<file path="config.mk">
export PLATFORM = sky130hd
export DESIGN_NAME = power_state_controller
export DESIGN_NICKNAME = d
export VERILOG_FILES = /design/src/logic/psc_pkg.sv /design/src/logic/psc_sync.sv /design/src/logic/power_state_controller.sv
export SDC_FILE = /design/constraint.sdc
export NUM_CORES = 1
export LEC_CHECK = 0
export BUFFER_PORTS_ARGS = -buffer_cell sky130_fd_sc_hd__buf_2
export CAP_MARGIN = 10
export CORE_ASPECT_RATIO = 0.6
export CORE_UTILIZATION = 32
export CTS_CLUSTER_SIZE = 20
export DETAILED_ROUTE_END_ITERATION = 10
export GPL_ROUTABILITY_DRIVEN = 0
export PLACE_DENSITY = 0.65
export SYNTH_ARGS = -nofsm -noshare
export SYNTH_HDL_FRONTEND = slang
export SYNTH_SLANG_ARGS = --single-unit
</file>
<file path="constraint.sdc">
create_clock -name clk -period 2 [get_ports clk]
set_input_delay 0.1 -clock clk [delete_from_list [all_inputs] [get_ports clk]]
set_output_delay 0.1 -clock clk [all_outputs]
set_load 0.05 [all_outputs]
</file>
<file path="src/logic/psc_pkg.sv">
package psc_pkg;

    localparam int REG_ADDR_W = 8;
    localparam int REG_DATA_W = 8;
    localparam int ACT_FLAG_N = 6;

    localparam logic [7:0] SYNC_ACT_STATUS_ADDR = 8'h15;
    localparam logic [7:0] POWER_OUTPUT_CONTROL_ADDR = 8'h26;
    localparam logic [7:0] AUTO_SLEEP_CONFIG_ADDR = 8'h27;

    localparam int PWR_SW_ACTIVE_BIT = 0;
    localparam int PWR_OPTION_LSB = 1;
    localparam int PWR_OPTION_MSB = 2;
    localparam int PWR_PIN_POL_BIT = 3;
    localparam int HIZ_I2S_BIT = 4;
    localparam int HIZ_SPDIF_BIT = 5;
    localparam int HIZ_SLICER_BIT = 6;
    localparam int HIZ_VIDEO_BIT = 7;
    localparam int ACT_FLAG_LSB = 2;
    localparam int ACT_FLAG_MSB = 7;
    localparam int AUTO_SLEEP_EN_BIT = 7;

    localparam logic [7:0] POWER_OUTPUT_CONTROL_RESET = 8'h01;
    localparam logic [7:0] AUTO_SLEEP_CONFIG_RESET = 8'h00;
    localparam logic [7:0] UNMAPPED_READ_VALUE = 8'h00;

    localparam int SYNC_STAGES = 2;

    typedef enum logic [1:0] {
        PSC_FULL_POWER = 2'b00,
        PSC_SEEK = 2'b01,
        PSC_AUTO_SLEEP = 2'b10,
        PSC_CMD_POWER_DOWN = 2'b11
    } psc_state_e;

endpackage : psc_pkg

</file>
<file path="src/logic/psc_sync.sv">
`timescale 1ns/1ps
`default_nettype none

module psc_sync #(
    parameter int WIDTH = 1
) (
    input wire logic clk,
    input wire logic rst,
    input wire logic [WIDTH-1:0] asyncIn,
    output logic [WIDTH-1:0] syncOut
);

    logic [WIDTH-1:0] stage1;
    logic [WIDTH-1:0] next_stage1;
    logic [WIDTH-1:0] next_syncOut;

    // The first stage feeds only the second stage, so a metastable value never fans out.
    always_comb begin
        next_stage1 = asyncIn;
        next_syncOut = stage1;
    end

    always_ff @(posedge clk) begin
        if (rst) begin
            stage1 <= '0;
            syncOut <= '0;
        end else begin
            stage1 <= next_stage1;
            syncOut <= next_syncOut;
        end
    end

endmodule : psc_sync

`default_nettype wire

</file>
<file path="src/logic/power_state_controller.sv">
`timescale 1ns/1ps
`default_nettype none

// Function
// - Resolve exactly one of four power states from activity, control bits and pin.
// - Commanded power-down overrides every automatic activity-based decision.
// - Control bit 3 picks the pin's active level; active pin forces power-down.
// - Control bits 2 and 1 select one of four pin power-down options.
// - Bit 0 picks full power-down or outputs high-Z; slicer output exempt.
// - Control bits 7 to 4 individually tri-state video, slicer, SPDIF, I2S outputs.
// - Active with sync gives full power; no sync, auto sleep off gives seek.
// - No sync with auto sleep on keeps only bus, detect, slicer, reference.
// - Bit 0 low powers down to bus, detect, slicer, reference regardless of sync.
// - Software power-down comes from bit 0 of the control register.
// - Sync detect is the OR of the six activity flags at status bits 7:2.
// - Auto sleep enable is bit 7 of configuration register; clear keeps power on.
module power_state_controller (
    input wire logic clk,
    input wire logic rst,
    input wire logic powerDownPin,
    input wire logic [psc_pkg::ACT_FLAG_N-1:0] activityFlags,
    input wire logic regWrEn,
    input wire logic regRdEn,
    input wire logic [psc_pkg::REG_ADDR_W-1:0] regAddr,
    input wire logic [psc_pkg::REG_DATA_W-1:0] regWrData,
    output logic [psc_pkg::REG_DATA_W-1:0] regRdData,
    output psc_pkg::psc_state_e powerState,
    output logic circuitsOn,
    output logic syncDetect,
    output logic pinPowerDown,
    output logic [1:0] powerDownOption,
    output logic videoOutEn,
    output logic slicerOutEn,
    output logic spdifOutEn,
    output logic i2sOutEn
);

    logic [psc_pkg::REG_DATA_W-1:0] powerOutputControl;
    logic [psc_pkg::REG_DATA_W-1:0] autoSleepConfig;
    logic [psc_pkg::REG_DATA_W-1:0] next_powerOutputControl;
    logic [psc_pkg::REG_DATA_W-1:0] next_autoSleepConfig;
    logic [psc_pkg::REG_DATA_W-1:0] next_regRdData;
    logic [psc_pkg::ACT_FLAG_N:0] syncIn;
    logic [psc_pkg::ACT_FLAG_N:0] syncOut;
    logic pinSync;
    logic [psc_pkg::ACT_FLAG_N-1:0] activitySync;
    logic swPowerDown;
    logic pinActive;
    logic cmdPowerDown;
    logic tristateOnly;
    logic autoSleepEnable;
    logic syncSeen;
    psc_pkg::psc_state_e next_powerState;
    logic next_circuitsOn;
    logic next_syncDetect;
    logic next_pinPowerDown;
    logic [1:0] next_powerDownOption;
    logic outputsLive;
    logic next_videoOutEn;
    logic next_slicerOutEn;
    logic next_spdifOutEn;
    logic next_i2sOutEn;

    assign syncIn = {powerDownPin, activityFlags};

    // The pin and flags come from other clock domains and may change at any time.
    psc_sync #(
        .WIDTH(psc_pkg::ACT_FLAG_N + 1)
    ) u_sync (
        .clk(clk),
        .rst(rst),
        .asyncIn(syncIn),
        .syncOut(syncOut)
    );

    assign pinSync = syncOut[psc_pkg::ACT_FLAG_N];
    assign activitySync = syncOut[psc_pkg::ACT_FLAG_N-1:0];

    // Register file: writes and registered read data.
    always_comb begin
        next_powerOutputControl = powerOutputControl;
        next_autoSleepConfig = autoSleepConfig;
        next_regRdData = regRdData;
        if (regWrEn) begin
            if (regAddr == psc_pkg::POWER_OUTPUT_CONTROL_ADDR) begin
                next_powerOutputControl = regWrData;
            end
            if (regAddr == psc_pkg::AUTO_SLEEP_CONFIG_ADDR) begin
                next_autoSleepConfig = regWrData;
            end
        end
        if (regRdEn) begin
            case (regAddr)
                psc_pkg::SYNC_ACT_STATUS_ADDR: begin
                    next_regRdData = {activitySync, 2'h0};
                end
                psc_pkg::POWER_OUTPUT_CONTROL_ADDR: begin
                    next_regRdData = powerOutputControl;
                end
                psc_pkg::AUTO_SLEEP_CONFIG_ADDR: begin
                    next_regRdData = autoSleepConfig;
                end
                default: begin
                    next_regRdData = psc_pkg::UNMAPPED_READ_VALUE;
                end
            endcase
        end
    end

    always_ff @(posedge clk) begin
        if (rst) begin
            powerOutputControl <= psc_pkg::POWER_OUTPUT_CONTROL_RESET;
            autoSleepConfig <= psc_pkg::AUTO_SLEEP_CONFIG_RESET;
            regRdData <= psc_pkg::UNMAPPED_READ_VALUE;
        end else begin
            powerOutputControl <= next_powerOutputControl;
            autoSleepConfig <= next_autoSleepConfig;
            regRdData <= next_regRdData;
        end
    end

    // Power state decode and output enables.
    always_comb begin
        swPowerDown = ~powerOutputControl[psc_pkg::PWR_SW_ACTIVE_BIT];
        pinActive = (pinSync == powerOutputControl[psc_pkg::PWR_PIN_POL_BIT]);
        cmdPowerDown = swPowerDown | pinActive;
        // With bit 0 high the pin only floats the outputs and keeps the chip running.
        tristateOnly = pinActive & ~swPowerDown;
        autoSleepEnable = autoSleepConfig[psc_pkg::AUTO_SLEEP_EN_BIT];
        syncSeen = |activitySync;
        if (cmdPowerDown) begin
            next_powerState = psc_pkg::PSC_CMD_POWER_DOWN;
        end else if (syncSeen) begin
            next_powerState = psc_pkg::PSC_FULL_POWER;
        end else if (autoSleepEnable) begin
            next_powerState = psc_pkg::PSC_AUTO_SLEEP;
        end else begin
            next_powerState = psc_pkg::PSC_SEEK;
        end
        case (next_powerState)
            psc_pkg::PSC_FULL_POWER: begin
                next_circuitsOn = 1'b1;
                outputsLive = 1'b1;
            end
            psc_pkg::PSC_SEEK: begin
                next_circuitsOn = 1'b1;
                outputsLive = 1'b1;
            end
            psc_pkg::PSC_AUTO_SLEEP: begin
                next_circuitsOn = 1'b0;
                outputsLive = 1'b0;
            end
            psc_pkg::PSC_CMD_POWER_DOWN: begin
                next_circuitsOn = tristateOnly;
                outputsLive = 1'b0;
            end
            default: begin
                next_circuitsOn = 1'b0;
                outputsLive = 1'b0;
            end
        endcase
        next_syncDetect = syncSeen;
        next_pinPowerDown = pinActive;
        next_powerDownOption =
            powerOutputControl[psc_pkg::PWR_OPTION_MSB:psc_pkg::PWR_OPTION_LSB];
        next_videoOutEn = outputsLive & ~powerOutputControl[psc_pkg::HIZ_VIDEO_BIT];
        next_spdifOutEn = outputsLive & ~powerOutputControl[psc_pkg::HIZ_SPDIF_BIT];
        next_i2sOutEn = outputsLive & ~powerOutputControl[psc_pkg::HIZ_I2S_BIT];
        // The slicer stays powered in every state, so only its own bit floats it.
        next_slicerOutEn = ~powerOutputControl[psc_pkg::HIZ_SLICER_BIT];
    end

    always_ff @(posedge clk) begin
        if (rst) begin
            powerState <= psc_pkg::PSC_FULL_POWER;
            circuitsOn <= 1'b1;
            syncDetect <= 1'b0;
            pinPowerDown <= 1'b0;
            powerDownOption <= 2'h0;
            videoOutEn <= 1'b0;
            slicerOutEn <= 1'b0;
            spdifOutEn <= 1'b0;
            i2sOutEn <= 1'b0;
        end else begin
            powerState <= next_powerState;
            circuitsOn <= next_circuitsOn;
            syncDetect <= next_syncDetect;
            pinPowerDown <= next_pinPowerDown;
            powerDownOption <= next_powerDownOption;
            videoOutEn <= next_videoOutEn;
            slicerOutEn <= next_slicerOutEn;
            spdifOutEn <= next_spdifOutEn;
            i2sOutEn <= next_i2sOutEn;
        end
    end

    a_cmd_pd_priority: assert property (@(posedge clk) disable iff (rst)
        !powerOutputControl[0] |=> powerState == psc_pkg::PSC_CMD_POWER_DOWN)
        else $error("Software power-down did not win over activity.");

    a_pin_polarity_pd: assert property (@(posedge clk) disable iff (rst)
        (pinSync == powerOutputControl[3]) |=> powerState == psc_pkg::PSC_CMD_POWER_DOWN
            && pinPowerDown)
        else $error("Active power-down pin did not force power-down.");

    a_full_power_sync: assert property (@(posedge clk) disable iff (rst)
        powerOutputControl[0] && (pinSync != powerOutputControl[3]) && (|activitySync)
        |=> powerState == psc_pkg::PSC_FULL_POWER && circuitsOn)
        else $error("Sync present but not in full power.");

    a_seek_no_auto: assert property (@(posedge clk) disable iff (rst)
        powerOutputControl[0] && (pinSync != powerOutputControl[3]) && !(|activitySync)
        && !autoSleepConfig[7] |=> powerState == psc_pkg::PSC_SEEK && circuitsOn)
        else $error("Lost sync without auto sleep did not stay powered in seek.");

    a_auto_sleep_off: assert property (@(posedge clk) disable iff (rst)
        powerOutputControl[0] && (pinSync != powerOutputControl[3]) && !(|activitySync)
        && autoSleepConfig[7] |=> powerState == psc_pkg::PSC_AUTO_SLEEP && !circuitsOn
            && !videoOutEn)
        else $error("Auto sleep did not power down the core.");

    a_sw_pd_off: assert property (@(posedge clk) disable iff (rst)
        powerState == psc_pkg::PSC_CMD_POWER_DOWN && !$past(powerOutputControl[0])
        |-> !circuitsOn && !spdifOutEn && !i2sOutEn)
        else $error("Software power-down left circuits or outputs on.");

    a_sync_or_flags: assert property (@(posedge clk) disable iff (rst)
        ##1 syncDetect == (|$past(activitySync)))
        else $error("Sync detect is not the OR of the activity flags.");

    a_slicer_exempt: assert property (@(posedge clk) disable iff (rst)
        !powerOutputControl[6] ##1 powerState == psc_pkg::PSC_CMD_POWER_DOWN |-> slicerOutEn)
        else $error("Slicer output floated during power-down.");

    a_video_hiz_bit: assert property (@(posedge clk) disable iff (rst)
        powerOutputControl[7] |=> !videoOutEn)
        else $error("Video outputs driven while their high-Z bit is set.");

    a_pd_option_follow: assert property (@(posedge clk) disable iff (rst)
        regWrEn && regAddr == psc_pkg::POWER_OUTPUT_CONTROL_ADDR
        |=> ##1 powerDownOption == $past(regWrData[2:1], 2))
        else $error("Power-down option does not follow control bits 2 and 1.");

endmodule : power_state_controller

`default_nettype wire

</file>
==> impl_metrics.ini <==
[run_status]
status = finished with violations
failed_checks = design-rule violations

[clock_network]
cts-resized-gates = 0
clk_path_buf_depth = 2
cts_hold_buf = 2
tritoncts = done
clock-root-buffer = sky130_fd_sc_hd__clkbuf_8
clock_tree.htree_level_count = 2
cts_made_buffers = 5
path_clk_slew_ns = 0.09
post_cts_setup_buffers = 0
clk-insertion-delay-late_ns = 0.30
sinks_on_the_clock_net = 49

[synthesis]
syn-num-nets = 197
seq_area_frac_synth_pct = 54.9
synthCells = 170
yosysTopAreaCellShare_pct = 54.9
synth_top_area_cell = sky130_fd_sc_hd__dfxtp_1
post_synth.cell_area_avg_um2 = 10.5
synth.top_cells.by_area = sky130_fd_sc_hd__dfxtp_1, sky130_fd_sc_hd__mux2i_1, sky130_fd_sc_hd__nand2_1
register_bit_total_from_synthesis = 49
synth-warning-count = 0
yosysUniqueCellTypes = 29
synth_area_um2 = 1790

[floorplanning]
floorplan.io_pins = 46
floorplan_die_area_um2 = 5900
start_util_pct = 34.3
dieHeight_um = 59.9
core_area_um2 = 5200
die_x_um = 98.5
fp-row-count = 20

[worst_setup_path]
worstSetupPathDepth = 3
worstSetupStartpointType = register
crit_path_top_delay_cell = sky130_fd_sc_hd__nor4_1
critical-path-top-delay-family = simple AND/OR/NAND/NOR gates
timing.critical_path.fanout_max = 3
critical_path.endpoint_type = register
critPathRequiredTime_ns = 2.16
timing.critical_path.cells = nor4_1 -> and2_1 -> a41oi_1
worstRegToRegCells = 3
timing_worst_setup_path_type = reg2reg
critPathArrivalTime_ns = 1.50
critPathBufInv = 0
timing.critical_path.slowest_cell_delay_ns = 0.49

[routing]
drc_errors = 6
avgViaCountPerCell = 4.63
wl_per_cell_um = 12.9
route.vias.total = 1325
drt-pass1-iter-count = 10
remaining_antenna_violation_count_after_routing = 0
iteration_0_drc_markers = 43
detail_route.wirelength_um = 3690

[worst_hold_path]
hold_class = in2reg
hold-path-cell-count = 2

[layout]
layout_commonest_cell = sky130_fd_sc_hd__dfxtp_1
ant_cells = 0
fill_cells = 529
layout_cell_share_with_drive_strength_beyond_1_pct = 30.9
mostFrequentLayoutCells = sky130_fd_sc_hd__dfxtp_1, sky130_fd_sc_hd__buf_2, sky130_fd_sc_hd__nand2_1
syn_to_final_growth_pct = 22.9
layout_nets = 246

[timing]
min_period_over_period_pct = 67.0
final_hold_viol_count = 0
timing.final.max_slew_violations = 0
setup_viol_count_final = 0
totalNegativeSetupSlack_ns = 0
relSlewSlack_pct = 66.4
fmax_mhz = 746
clock_period_minus_final_worst_setup_slack_ns = 1.34
grt_setup_unrepaired = no
worstMarginPinSlew_ns = 0.499
final.setup_skew_ns = 0.00900
fin_worst_hold_slack_ns = 0.00648

[power]
power.density_cell_area_nw_per_um2 = 795
p_leak_nw = 1.05
worst_ir_drop_vdd_mv = 0.365

[placed_design]
dpl.hpwl_um = 2770
port_buf_inserts = 45

[grt]
total_congestion_overflow_after_global_routing = 0
grt_max_degree = 26
grt_antenna_before_repair = 0
first_global_vias = 1216
groute.usage.overall_pct = 13.8
wire_length_of_the_first_global_routing_pass_um = 5980

[flow_run]
max_cap_violations = 0
==> Yosys cell counts <==
master                     instances
sky130_fd_sc_hd__nor2_1            7
sky130_fd_sc_hd__inv_2             1
sky130_fd_sc_hd__inv_1             2
sky130_fd_sc_hd__a22oi_1           6
sky130_fd_sc_hd__and3b_1           1
sky130_fd_sc_hd__nand3_1           2
sky130_fd_sc_hd__and2_1            1
sky130_fd_sc_hd__a41oi_1           1
sky130_fd_sc_hd__mux2i_1          16
sky130_fd_sc_hd__nor4b_1           3
sky130_fd_sc_hd__clkbuf_1          5
sky130_fd_sc_hd__nand4_4           1
sky130_fd_sc_hd__o21ai_0           6
sky130_fd_sc_hd__and4bb_2          1
sky130_fd_sc_hd__nor2b_1          14
sky130_fd_sc_hd__nand4b_2          1
sky130_fd_sc_hd__nand2_1          30
sky130_fd_sc_hd__nor4b_4           1
sky130_fd_sc_hd__nand3b_1          1
sky130_fd_sc_hd__buf_6             1
sky130_fd_sc_hd__a31oi_1           2
sky130_fd_sc_hd__xor2_1            1
sky130_fd_sc_hd__dfxtp_1          49
sky130_fd_sc_hd__nand2b_1          2
sky130_fd_sc_hd__nor4_1            1
sky130_fd_sc_hd__buf_2             2
sky130_fd_sc_hd__mux2_2            8
sky130_fd_sc_hd__nand4_1           2
sky130_fd_sc_hd__a21oi_1           2
==> sequential cells by signal, indices dropped and copies added, names as in the netlist <==
register,count
pinPowerDown,1
circuitsOn,1
spdifOutEn,1
u_sync.syncOut,7
u_sync.next_syncOut,7
powerOutputControl,8
autoSleepConfig,8
regRdData,8
powerDownOption,2
slicerOutEn,1
videoOutEn,1
syncDetect,1
i2sOutEn,1
powerState,2
==> final cells by class <==
cell class	count	area (µm²)	share of cell area (%)
Tap cell	66	82.6	3.76
Multi-Input combinational cell	110	754	34.4
Sequential cell	49	981	44.7
Clock buffer	6	82.6	3.76
Inverter	3	11.3	0.513
Timing Repair Buffer	50	270	12.3
Clock inverter	2	13.8	0.627
==> kinds of logic after synthesis <==
group | synth area share [%]
xor gates and xnor gates | 0.490
AOI/OAI and AO/OA | 5.95
DFF | 54.9
and+or+nand+nor | 21.8
muxes | 14.0
buffers and inverters | 2.87
==> per-layer routing <==
layer / track usage [%] / wire [µm] / vias up
met5: 0 / 0 / -
met4: 5.76 / 34 / 0
met3: 3.98 / 237 / 4
met2: 20.0 / 1500 / 42
met1: 19.2 / 1930 / 603
li1: - / - / 676
==> metrics by stage <==
stage | utilization (%) | std cells | area, µm² | setup slack, ns | power, mW
finish | 42.2 | 286 | 2200 | 0.660 | 1.75
global route | 42.2 | 286 | 2200 | 0.519 | 1.82
detailed placement | 39.8 | 275 | 2070 | 0.523 | 1.17
CTS | 42.0 | 285 | 2190 | 0.651 | 1.76
global placement | 39.8 | 275 | 2070 | 0.588 | 1.17
floorplan | - | 170 | 1790 | 0.908 | 1.11
==> power breakdown <==
| part | internal [mW] | switching (mW) | total (mW) |
|---|---|---|---|
| clock network | 0.280 | 0.319 | 0.600 |
| logic | 0.0537 | 0.0894 | 0.143 |
| registers | 0.997 | 0.00699 | 1.00 |
==> path summary, 6_finish.rpt <==
path | startpoint | to | slack [ns]
max | u_sync.syncOut[4]$_SDFF_PP0_ | circuitsOn$_SDFF_PP1_ | 0.66
min | activityFlags[4] | u_sync.next_syncOut[4]$_SDFF_PP0_ | 0.006
max reg2reg | u_sync.syncOut[4]$_SDFF_PP0_ | circuitsOn$_SDFF_PP1_ | 0.66
min reg2reg | u_sync.next_syncOut[3]$_SDFF_PP0_ | u_sync.syncOut[3]$_SDFF_PP0_ | 0.44
Power figures use the tool's default switching activity.
